**src/sic_defines.svh**
```systemverilog
`ifndef SIC_DEFINES_SVH
`define SIC_DEFINES_SVH
`define SIC_ADDR_W 16
`define SIC_OFF_INPUT_EN 16'hffce
`define SIC_OFF_SIG_CTRL1 16'hffee
`define SIC_OFF_CSYNC_CTRL 16'hffef
`define SIC_OFF_FLAG_CLR 16'hfffe
`define SIC_OFF_SIG_CTRL2 16'hffff
`define SIC_EN_DFG 0
`define SIC_EN_DPG 1
`define SIC_EN_CFG 2
`define SIC_EN_CTL 3
`define SIC_EN_EXT 4
`define SIC_EN_CSYNC 5
`define SIC_C1_DPG_FLAG 0
`define SIC_C1_DPG_EDGE 1
`define SIC_C1_SYNC_ON 2
`define SIC_C1_CFG_BOTH 3
`define SIC_C1_CFG_DIV 4
`define SIC_C1_DFG_EDGE 5
`define SIC_C1_EXT_EDGE 6
`define SIC_C2_CFG_MAL 0
`define SIC_C2_TP_SEL 3
`define SIC_FC_CFG_CLR 3
`define SIC_FC_DPG_CLR 2
`define SIC_CFG_TIMEOUT 16'hffff
`endif

```
**src/sic_pkg.sv**
```systemverilog
package sic_pkg;
    typedef logic [7:0] sic_byte_t;
    typedef enum logic [1:0] {SIC_WAIT = 2'b00, SIC_ARMED = 2'b01} sic_mal_t;
endpackage

```
**src/sic_edge.sv**
```systemverilog
`timescale 1ns/1ps
module sic_edge
    import sic_pkg::*;
(
    input wire logic clk_i,
    input wire logic rstn_i,
    input wire logic sig_i,
    input wire logic en_i,
    input wire logic fall_i,
    input wire logic both_i,
    output logic hit_o
);
    logic prev_r;
    wire rise = sig_i & ~prev_r;
    wire fall = ~sig_i & prev_r;
    // enable gates detection; both-edge mode overrides polarity
    assign hit_o = en_i & (both_i ? (rise | fall) : (fall_i ? fall : rise));
    always_ff @(posedge clk_i or negedge rstn_i)
    begin
        if (!rstn_i)
            prev_r <= 1'b0;
        else
            prev_r <= sig_i;
    end
endmodule

```
**src/sic_mal.sv**
```systemverilog
`timescale 1ns/1ps
`include "sic_defines.svh"
module sic_mal
    import sic_pkg::*;
#(
    parameter logic [15:0] TIMEOUT = `SIC_CFG_TIMEOUT
)
(
    input wire logic clk_i,
    input wire logic rstn_i,
    input wire logic hit_i,
    output logic timeout_o
);
    sic_mal_t st_r;
    logic [15:0] cnt_r;
    // no capstan edge for TIMEOUT+1 cycles after one means malfunction
    assign timeout_o = (st_r == SIC_ARMED) && (cnt_r == TIMEOUT) && !hit_i;
    always_ff @(posedge clk_i or negedge rstn_i)
    begin
        if (!rstn_i)
        begin
            st_r <= SIC_WAIT;
            cnt_r <= 16'h0000;
        end
        else
        begin
            case (st_r)
                SIC_WAIT:
                begin
                    cnt_r <= 16'h0000;
                    if (hit_i)
                        st_r <= SIC_ARMED;
                end
                default:
                begin
                    if (hit_i)
                        cnt_r <= 16'h0000;
                    else if (cnt_r == TIMEOUT)
                        st_r <= SIC_WAIT;
                    else
                        cnt_r <= cnt_r + 16'h0001;
                end
            endcase
        end
    end
endmodule

```
**src/sic_top.sv**
```systemverilog
// What this block does
// (RULE1) read-only flag sets when a qualifying drum-phase edge is seen
// (RULE2) write-only bit turns drum sync register off (0) or on (1)
// (RULE3) read-only capstan malfunction flag reads 1 after malfunction
// (RULE4) select bit steers register access to pulse generator a or b
// (RULE5) writing 1 to drum-phase clear bit clears its flag; 0 no effect
// (RULE6) drum and external edge selects: 0 rising, 1 falling; capstan select: 0 both edges, 1 rising; all reset to 0
`timescale 1ns/1ps
`include "sic_defines.svh"
module sic_top
    import sic_pkg::*;
#(
    parameter logic [15:0] CFG_TIMEOUT = `SIC_CFG_TIMEOUT
)
(
    input wire logic CLK_I,
    input wire logic RSTN_I,
    input wire logic [15:0] ADDR_I,
    input wire logic [7:0] WDATA_I,
    input wire logic WR_I,
    input wire logic RD_I,
    output logic [7:0] RDATA_O,
    input wire logic DRUM_FREQUENCY_INPUT_I,
    input wire logic DRUM_PHASE_INPUT_I,
    input wire logic CAPSTAN_FREQUENCY_INPUT_I,
    input wire logic CONTROL_TRACK_INPUT_I,
    input wire logic EXTERNAL_INPUT_I,
    input wire logic CSYNC_INPUT_I,
    output logic DRUM_FREQ_EDGE_O,
    output logic DRUM_PHASE_EDGE_O,
    output logic CAPSTAN_EDGE_O,
    output logic CONTROL_TRACK_EDGE_O,
    output logic EXTERNAL_EDGE_O,
    output logic DRUM_SYNC_ON_O,
    output logic TIMING_PULSE_SELECT_O
);
    sic_byte_t en_r;
    sic_byte_t c1_r;
    sic_byte_t c2_r;
    sic_byte_t cs_r;
    logic dpg_flag_r;
    logic cfg_mal_r;
    logic [7:0] rdata_nxt;
    logic h_dfg, h_dpg, h_cfg, h_ctl, h_ext, mal_hit;

    wire sel_en = (ADDR_I == `SIC_OFF_INPUT_EN);
    wire sel_c1 = (ADDR_I == `SIC_OFF_SIG_CTRL1);
    wire sel_cs = (ADDR_I == `SIC_OFF_CSYNC_CTRL);
    wire sel_fc = (ADDR_I == `SIC_OFF_FLAG_CLR);
    wire sel_c2 = (ADDR_I == `SIC_OFF_SIG_CTRL2);
    wire wr_fc = WR_I & sel_fc;
    wire dpg_clr = wr_fc & WDATA_I[`SIC_FC_DPG_CLR]; // [RULE5]
    wire cfg_clr = wr_fc & WDATA_I[`SIC_FC_CFG_CLR];

    // enable bit 1 disables the input
    sic_edge u_dfg (.clk_i(CLK_I), .rstn_i(RSTN_I), // [RULE6]
        .sig_i(DRUM_FREQUENCY_INPUT_I), .en_i(~en_r[`SIC_EN_DFG]),
        .fall_i(c1_r[`SIC_C1_DFG_EDGE]), .both_i(1'b0), .hit_o(h_dfg));
    sic_edge u_dpg (.clk_i(CLK_I), .rstn_i(RSTN_I), // [RULE6]
        .sig_i(DRUM_PHASE_INPUT_I), .en_i(~en_r[`SIC_EN_DPG]),
        .fall_i(c1_r[`SIC_C1_DPG_EDGE]), .both_i(1'b0), .hit_o(h_dpg));
    sic_edge u_cfg (.clk_i(CLK_I), .rstn_i(RSTN_I),
        .sig_i(CAPSTAN_FREQUENCY_INPUT_I), .en_i(~en_r[`SIC_EN_CFG]),
        .fall_i(1'b0), .both_i(~c1_r[`SIC_C1_CFG_BOTH]), .hit_o(h_cfg));
    sic_edge u_ctl (.clk_i(CLK_I), .rstn_i(RSTN_I),
        .sig_i(CONTROL_TRACK_INPUT_I), .en_i(~en_r[`SIC_EN_CTL]),
        .fall_i(1'b0), .both_i(1'b0), .hit_o(h_ctl));
    sic_edge u_ext (.clk_i(CLK_I), .rstn_i(RSTN_I), // [RULE6]
        .sig_i(EXTERNAL_INPUT_I), .en_i(~en_r[`SIC_EN_EXT]),
        .fall_i(c1_r[`SIC_C1_EXT_EDGE]), .both_i(1'b0), .hit_o(h_ext));
    sic_mal #(.TIMEOUT(CFG_TIMEOUT)) u_mal (.clk_i(CLK_I), .rstn_i(RSTN_I),
        .hit_i(h_cfg), .timeout_o(mal_hit));

    // read mux; write-only bits read 0
    always_comb
    begin
        rdata_nxt = 8'h00;
        if (sel_en)
            rdata_nxt = {2'b00, en_r[5:0]};
        else if (sel_c1)
            rdata_nxt = {7'h00, dpg_flag_r}; // [RULE1]
        else if (sel_cs)
            rdata_nxt = {cs_r[7:6], 6'h00};
        else if (sel_c2)
            rdata_nxt = {4'h0, c2_r[3:1], cfg_mal_r}; // [RULE3] [RULE4]
    end

    always_ff @(posedge CLK_I or negedge RSTN_I)
    begin
        if (!RSTN_I)
        begin
            en_r <= 8'h00;
            c1_r <= 8'h00;
            c2_r <= 8'h00;
            cs_r <= 8'h00;
        end
        else if (WR_I)
        begin
            if (sel_en)
                en_r <= {2'b00, WDATA_I[5:0]};
            else if (sel_c1)
                c1_r <= {1'b0, WDATA_I[6:1], 1'b0}; // [RULE2] [RULE6]
            else if (sel_cs)
                cs_r <= {WDATA_I[7:5], 5'h00};
            else if (sel_c2)
                c2_r <= {4'h0, WDATA_I[3:1], 1'b0}; // [RULE4]
        end
    end

    // flags: a set in the clear cycle wins
    always_ff @(posedge CLK_I or negedge RSTN_I)
    begin
        if (!RSTN_I)
        begin
            dpg_flag_r <= 1'b0;
            cfg_mal_r <= 1'b0;
        end
        else
        begin
            if (h_dpg)
                dpg_flag_r <= 1'b1; // [RULE1]
            else if (dpg_clr)
                dpg_flag_r <= 1'b0; // [RULE5]
            if (mal_hit)
                cfg_mal_r <= 1'b1; // [RULE3]
            else if (cfg_clr)
                cfg_mal_r <= 1'b0;
        end
    end

    always_ff @(posedge CLK_I or negedge RSTN_I)
    begin
        if (!RSTN_I)
        begin
            RDATA_O <= 8'h00;
            DRUM_FREQ_EDGE_O <= 1'b0;
            DRUM_PHASE_EDGE_O <= 1'b0;
            CAPSTAN_EDGE_O <= 1'b0;
            CONTROL_TRACK_EDGE_O <= 1'b0;
            EXTERNAL_EDGE_O <= 1'b0;
            DRUM_SYNC_ON_O <= 1'b0;
            TIMING_PULSE_SELECT_O <= 1'b0;
        end
        else
        begin
            RDATA_O <= RD_I ? rdata_nxt : 8'h00;
            DRUM_FREQ_EDGE_O <= h_dfg;
            DRUM_PHASE_EDGE_O <= h_dpg;
            CAPSTAN_EDGE_O <= h_cfg;
            CONTROL_TRACK_EDGE_O <= h_ctl;
            EXTERNAL_EDGE_O <= h_ext;
            DRUM_SYNC_ON_O <= c1_r[`SIC_C1_SYNC_ON]; // [RULE2]
            TIMING_PULSE_SELECT_O <= c2_r[`SIC_C2_TP_SEL]; // [RULE4]
        end
    end

    a_dpg_flag_set: assert property (@(posedge CLK_I) // [RULE1]
        disable iff (!RSTN_I) h_dpg |=> dpg_flag_r)
        else $error("drum phase flag not set");
    a_dpg_flag_clr: assert property (@(posedge CLK_I) // [RULE5]
        disable iff (!RSTN_I) dpg_clr && !h_dpg |=> !dpg_flag_r)
        else $error("drum phase flag not cleared");
    a_dpg_flag_keep: assert property (@(posedge CLK_I) // [RULE5]
        disable iff (!RSTN_I) dpg_flag_r && !dpg_clr |=> dpg_flag_r)
        else $error("drum phase flag lost");
    a_sync_bit_out: assert property (@(posedge CLK_I) // [RULE2]
        disable iff (!RSTN_I) WR_I && sel_c1 |=> ##1
        DRUM_SYNC_ON_O == $past(WDATA_I[2], 2))
        else $error("sync enable wrong");
    a_tp_sel_out: assert property (@(posedge CLK_I) // [RULE4]
        disable iff (!RSTN_I) WR_I && sel_c2 |=> ##1
        TIMING_PULSE_SELECT_O == $past(WDATA_I[3], 2))
        else $error("timing select wrong");
    a_mal_flag_set: assert property (@(posedge CLK_I) // [RULE3]
        disable iff (!RSTN_I) mal_hit |=> cfg_mal_r)
        else $error("malfunction flag not set");
    a_c2_readback: assert property (@(posedge CLK_I) // [RULE3]
        disable iff (!RSTN_I) RD_I && sel_c2 |=>
        RDATA_O[0] == $past(cfg_mal_r))
        else $error("malfunction readback wrong");
    a_dpg_rise_only: assert property (@(posedge CLK_I) // [RULE6]
        disable iff (!RSTN_I) h_dpg && !c1_r[1] |-> DRUM_PHASE_INPUT_I)
        else $error("rising edge select wrong");
    a_dpg_fall_only: assert property (@(posedge CLK_I) // [RULE6]
        disable iff (!RSTN_I) h_dpg && c1_r[1] |-> !DRUM_PHASE_INPUT_I)
        else $error("falling edge select wrong");
    a_dpg_flag_read: assert property (@(posedge CLK_I) // [RULE1]
        disable iff (!RSTN_I) RD_I && sel_c1 |=>
        RDATA_O[0] == $past(dpg_flag_r))
        else $error("drum phase flag readback wrong");
    a_c1_wonly_zero: assert property (@(posedge CLK_I) // [RULE2]
        disable iff (!RSTN_I) RD_I && sel_c1 |=> RDATA_O[7:1] == 7'h00)
        else $error("write-only bits read back");
    a_mal_flag_clr: assert property (@(posedge CLK_I)
        disable iff (!RSTN_I) cfg_clr && !mal_hit |=> !cfg_mal_r)
        else $error("malfunction flag not cleared");
    a_rdata_idle: assert property (@(posedge CLK_I)
        disable iff (!RSTN_I) !RD_I |=> RDATA_O == 8'h00)
        else $error("read data not idle");
endmodule

```
**config.mk**
```make
export PLATFORM = sky130hd
export DESIGN_NAME = sic_top
export DESIGN_NICKNAME = d
export VERILOG_FILES = /design/src/sic_pkg.sv /design/src/sic_edge.sv /design/src/sic_mal.sv /design/src/sic_top.sv
export VERILOG_INCLUDE_DIRS = /design/src /design/src/src
export SDC_FILE = /design/constraint.sdc
export NUM_CORES = 1
export LEC_CHECK = 0
export ABC_AREA = 1
export BUFFER_PORTS_ARGS = -buffer_cell sky130_fd_sc_hd__buf_2
export CORE_MARGIN = 4
export CORE_UTILIZATION = 50
export DETAILED_ROUTE_END_ITERATION = 12
export GPL_TIMING_DRIVEN = 1
export MAX_ROUTING_LAYER = met4
export PLACE_DENSITY = 0.73
export SYNTH_ARGS = -nofsm -noshare
export SYNTH_HDL_FRONTEND = slang
export SYNTH_SLANG_ARGS = --single-unit
export TNS_END_PERCENT = 1
```
**constraint.sdc**
```tcl
create_clock -name CLK_I -period 1.7 [get_ports CLK_I]
set_clock_uncertainty 0.15 [all_clocks]
set_input_delay 0.34 -clock CLK_I [delete_from_list [all_inputs] [get_ports CLK_I]]
set_output_delay 0.34 -clock CLK_I [all_outputs]
set_load 0.05 [all_outputs]
```
==> After elaboration in Yosys (flattened, before gate mapping) <==
Index checks and enable logic that the tools add are counted.
{ "classes": {"n_addsub": 1, "eq_ne": 10, "muxes": 20, "n_bitwise": 35, "reduce_logical": 12} }
{ "ops": {"columns": ["cell", "n"], "rows": [
  ["$eq A16 B16 Y1 const B", 6],
  ["$mux W16", 3],
  ["$mux W8", 4],
  ["$and A1 B1 Y1", 17],
  ["$not A1 Y1", 17],
  ["$add A16 B1 Y16 const B", 1],
  ["$mux W1", 8],
  ["$mux W2", 4],
  ["$reduce_and A3 Y1", 2],
  ["$reduce_bool A2 Y1", 3],
  ["$reduce_and A5 Y1", 1],
  ["$mux W4", 1],
  ["$reduce_and A4 Y1", 1],
  ["$ne A3 B3 Y1 const B", 1],
  ["$eq A2 B1 Y1 const B", 1],
  ["$logic_and A1 B1 Y1", 2],
  ["$logic_not A2 Y1", 1],
  ["$ne A2 B1 Y1 const B", 1],
  ["$ne A2 B2 Y1 const B", 1],
  ["$reduce_and A2 Y1", 1],
  ["$logic_not A1 Y1", 1],
  ["$or A1 B1 Y1", 1]
]} }
{ "totals": {"regBits": 58, "inputBits": 34, "out_inout_bits": 15, "word_cells": 99} }

==> Logic depth before layout (Yosys ltp) <==
{ "depth": {"depth_word": 8, "ltp_mapped": 9, "depth_no_buf": 9} }

==> Modules after synthesis <==
From an unflattened synthesis, not the netlist that was laid out.
{ "hier_totals": {"hier_cells": 389, "area_unflattened_um2": 2994.1} }
{ "modules_own_cells": {"columns": ["mod", "instances", "cells_each", "area_each_um2", "seq_area_each_um2"], "rows": [
  ["sic_top", 1, 172, 1500.2, 825.8],
  ["sic_mal", 1, 147, 1037.2, 425.4],
  ["sic_edge", 5, 14, 91.3, 25.0]
]} }

==> Least setup slack after synthesis <==
No wires, ideal clock.
{ "synth_timing": {"path_type": "flip-flop to flip-flop", "from": "register u_mal.cnt_r[0]", "to": "register u_mal.cnt_r[1]", "setup_ns": 0.117, "arrival_ns": 1.268, "required_ns": 1.433, "slack_ns": 0.164, "stages_incl_launch_ff": 8, "n_path_buf": 1, "period_less_slack_ns": 1.536, "path_cell_list": "dfrtp_1 -> ha_1 -> nand2_1 -> nor2_2 -> nand4_1 -> buf_6 -> nand3_1 -> nand2_1"} }
{ "synth_between": {"elab_chain_len": 4, "elab_cells_between_ends": 6, "cone_classes": "add/sub: 1; eq/ne: 2; mux: 3"} }
{ "synth_rtl": {"columns": ["element", "line_no", "source"], "rows": [
  ["start, declared", "sic_mal.sv:15", "logic [15:0] cnt_r;"],
  ["start signal, assigned", "sic_mal.sv:41", "cnt_r <= cnt_r + 16'h0001;"],
  ["$add A16 B1 Y16", "sic_mal.sv:41", null],
  ["$mux W16", "sic_mal.sv:38", "else if (cnt_r == TIMEOUT)"],
  ["$mux W16", "sic_mal.sv:36", "if (hit_i)"],
  ["$mux W16", "sic_mal.sv:27", "case (st_r)"]
]} }
Parallel ways exist; a longest one is shown, timed or not. The select of a mux whose other input is x is not followed.
A chain may end at the register's enable or synchronous reset.

==> Final worst setup path <==
{ "layout_timing": {"from": "register u_cfg.prev_r", "to": "register u_mal.cnt_r[9]"} }
{ "layout_between": {"elab_chain_len": 7, "elab_cells_between_ends": 9, "cone_classes": "eq/ne: 1; mux: 3; bitwise: 5"} }
{ "layout_rtl": {"columns": ["element", "line_no", "source"], "rows": [
  ["start, declared", "sic_edge.sv:13", "logic prev_r;"],
  ["start signal, assigned", "sic_edge.sv:23", "prev_r <= sig_i;"],
  ["$not A1 Y1", "sic_edge.sv:14", "wire rise = sig_i & ~prev_r;"],
  ["$and A1 B1 Y1", "sic_edge.sv:14", null],
  ["$or A1 B1 Y1", "sic_edge.sv:17", "assign hit_o = en_i & (both_i ? (rise | fall) : (fall_i ? fall : rise));"],
  ["$mux W1 (*)", "sic_edge.sv:17", null],
  ["$and A1 B1 Y1 (*)", "sic_edge.sv:17", null],
  ["$mux W16", "sic_mal.sv:36", null],
  ["$mux W16", "sic_mal.sv:27", null]
]} }
Mark *: on every way between the ends. The rest lies on a longest branch, timed or not.

==> results.md <==
- Maxcap violations: 0
- Worst Hold Depth: 1
- DPL Wire Length: 4150 um
- Worst-case clock buffer depth: 2
- Final Hold Viols: 0
- Final hold slack: 0.0244 ns
- Crit path max-delay family: flip-flops
- FF-to-FF setup slack: 0.15 ns
- Reg clk slew, reported paths: 0.09 ns
- Final RePlAce weighted congestion: 0.903
- DIE AREA: 6350 um2
- Via Count: 2164
- CP max FO: 5
- # DRC: 0
- Critical Path Max Stage Delay: 0.37 ns
- Synth Warn #: 0
- Clk root buf: clkbuf_8
- DIE HEIGHT: 79.7 um
- Final Max Tran Viols: 0
- Fraction of registers with async set/reset: 100%
- Synth Net Count: 335
- Max rail drop VDD: 0.000408 V
- Fraction of layout instances using a drive strength above 1: 23.3%
- Gr ovfl total: 0
- Placed cell count: 427
- Core ar.: 4850 um2
- Tcrit/Tclk final: 91.3%
- Antenna viol nets, final: 0
- All-layer global routing usage: 19.3%
- Num CTS Buffers: 5
- WS Path Type: reg2reg
- RSZ-0062 raised after global routing: false
- Worst-Margin Slew: 0.399 ns
- Buffers and inverters on the worst path: 2
- Via density: 4.92
- Distinct cells, synth: 25
- Slew HR: 73.4%
- H-tree depth: 2
- Sw Ratio: 23.9%
- Mapped Cells: 299
- Nature of the critical path startpoint: flip-flop
- Die width: 79.7 um
- Global-route wire length before repair: 9260 um
- Largest net degree at the start of global routing: 56
- Leakage Power: 1.63 nW
- CTS tree: built
- PD cells: 728 nW/um2
- Area Overhead vs Synth: 22.5%
- Initial cell density of the core: 53.0%
- Synthesized area: 2570 um2
- NetSw: 0.546 mW
- Diodes inserted: 0
- Fin crit period: 1.55 ns
- Register area share after synthesis: 53.6%
- Sink Count: 55
- Register bit total from synthesis: 55
- R2R depth: 8
- Multi-input gate area: 1050 um2
- Worst hold start: DRUM_FREQUENCY_INPUT_I
- Clk_lat worst skew: 0.30 ns
- Layout Nets: 409
- Vias in the first global route: 2111
- Slowest cell on crit path: dfrtp_1
- Comb power frac: 10.2%
- Crit-path most repeated cell: nand2_2
- Initial DRC count: 127
- Final Non-Filler Cells: 440
- Final setup viols: 0
- Initial antenna violation count: 0
- Detailed-route wire length: 5350 um
- Crit-path cells: inv_1, ha_1, a21oi_1, nand2_2, nand2_2, inv_1, nand2_2, o21ai_0
- Synthesized area per cell: 8.59 um2
- IO Pins: 49
- Worst hold path type: in2reg
- Maximum clock rate: 645 MHz
- Pre-Repair DR Iteration Count: 4
- Status: completed
- Avg WL per Cell: 12.1 um
- # fillers: 424
- Placement Rows: 25
- Worst flop-to-flop path startpoint: u_cfg.prev_r
- Sequential power share: 58.7%
- Port Buffers: 47
- Number of synthesized flops with an enable pin: 0
- WP data arrival: 1.59 ns
- R2r endpoint: u_mal.cnt_r[9]
- WHS Endpoint: u_dfg.prev_r
- Reg area: 1380 um2
- Top_reg_cell synth: dfrtp_1
- Clock network fraction of total power: 31.1%
- Critical Path RT: 1.73 ns
- P_int: 1.74 mW
- Endpoint class of the critical path: flip-flop
==> power groups by stage <==
| stage | Clock [mW] | Combinational, mW | Sequential [mW] |
|---|---|---|---|
| 2_1_floorplan | 0 | 0.0723 | 1.40 |
| 6_report | 0.711 | 0.234 | 1.34 |
| 3_5_place_dp | 0 | 0.228 | 1.37 |
| 5_1_grt | 0.797 | 0.261 | 1.35 |
| 4_1_cts | 0.738 | 0.236 | 1.34 |
| 3_3_place_gp | 0 | 0.224 | 1.37 |
==> stage by stage <==
stage | setup TNS [ns] | power, mW | utilization [%] | setup WS (ns) | area, um2
floorplan | 0 | 1.47 | - | 0.164 | 2570
global placement | 0 | 1.59 | 61.9 | 0.0107 | 3000
detailed placement | -0.0122 | 1.60 | 61.9 | -0.0122 | 3000
CTS | 0 | 2.32 | 64.5 | 0.0860 | 3130
global route | 0 | 2.40 | 64.9 | 0.0318 | 3140
finish | 0 | 2.29 | 64.9 | 0.149 | 3140
==> how the worst max path moves through the flow <==
stage | from | slack, ns | end | cells after the start
6_report | u_cfg.prev_r | 0.15 | u_mal.cnt_r[9] | 8
5_1_grt | u_mal.cnt_r[0] | 0.03 | u_mal.cnt_r[0] | 8
4_1_cts | u_cfg.prev_r | 0.09 | u_mal.cnt_r[9] | 8
3_5_place_dp | CAPSTAN_FREQUENCY_INPUT_I | -0.01 | u_mal.cnt_r[9] | 8
3_3_place_gp | CAPSTAN_FREQUENCY_INPUT_I | 0.01 | u_mal.cnt_r[8] | 8
2_1_floorplan | u_mal.cnt_r[0] | 0.16 | u_mal.cnt_r[1] | 7
==> cell usage after synthesis, types with 3 or more instances <==
| cell type | count | area [um2] |
|---|---|---|
| a21oi_1 | 12 | 60.1 |
| dfrtp_1 | 55 | 1380 |
| inv_1 | 32 | 120 |
| nand2_1 | 84 | 315 |
| nand2_2 | 5 | 31.3 |
| nand3_1 | 35 | 175 |
| nand4_1 | 11 | 68.8 |
| nor2_1 | 19 | 71.3 |
| nor2_2 | 4 | 25.0 |
| nor3_1 | 3 | 15.0 |
| nor3b_1 | 3 | 22.5 |
| o21ai_0 | 9 | 45.0 |
| o21bai_1 | 3 | 22.5 |
| xnor2_1 | 3 | 26.3 |
| xor2_1 | 6 | 52.6 |
==> logic make-up (layout without fill, tap and decap cells) <==
kind of cell	after synthesis	count (layout)	synth area share, %
AO/OA/AOI/OAI	26	26	5.56
XOR/XNOR	9	9	3.07
adder cells (fa/ha/maj)	2	2	0.975
buffers and inverters	35	109	5.75
flip-flops	55	55	53.6
AND/OR/NAND/NOR	172	172	31.0
==> registers in the layout (all words and copies together), names as in the netlist, 2 cells and up <==
name,flops
RDATA_O,8
c1_r,5
c2_r,3
cs_r,2
en_r,6
u_mal.cnt_r,16
==> cells in the final DEF (no fill, tap or decap), types with 3 or more instances in the layout <==
master,n
a21oi_1,12
inv_1,32
nand2_2,6
dlygate4sd3_1,4
nor3b_1,3
dfrtp_1,55
nand4_1,11
nand3_1,35
xnor2_1,3
buf_2,47
xor2_1,6
o21ai_0,9
nor2_1,19
o21bai_1,3
clkbuf_8,6
nand2_1,83
nor3_1,3
nor2_2,4
buf_4,18
==> metal layers <==
| layer | global-route usage [%] | vias to the layer above | wire length [um] |
|---|---|---|---|
| li1 | - | 1112 | - |
| met1 | 22.1 | 1004 | 2280 |
| met2 | 34.1 | 40 | 2800 |
| met3 | 3.61 | 8 | 189 |
| met4 | 6.01 | 0 | 78 |
| met5 | - | - | 0 |
==> final cells by class <==
| type | count | area share [%] |
|---|---|---|
| multi-input combinational | 209 | 33.3 |
| clock buffer | 6 | 2.63 |
| sequential | 55 | 43.8 |
| timing repair buffer | 70 | 13.7 |
| tap | 67 | 2.67 |
| clock inverter | 1 | 0.159 |
| inverter | 32 | 3.82 |
==> worst reg2reg max path, delay by kind of cell (launching register included) <==
| kind | cells | cell delay (ns) |
|---|---|---|
| flops | 1 | 0.37 |
| fa+ha+maj | 1 | 0.21 |
| compound gates | 2 | 0.26 |
| buf+inv | 2 | 0.16 |
| simple gates | 3 | 0.29 |
==> timing repair <==
action	4_1_cts	5_1_grt
hold buffers	4	0
endpoints found under the hold margin	58	0
endpoints found under the setup margin	0	5
setup buffers	0	2
gates resized for setup	0	1
No activity file was read; power rests on OpenSTA's default activity.
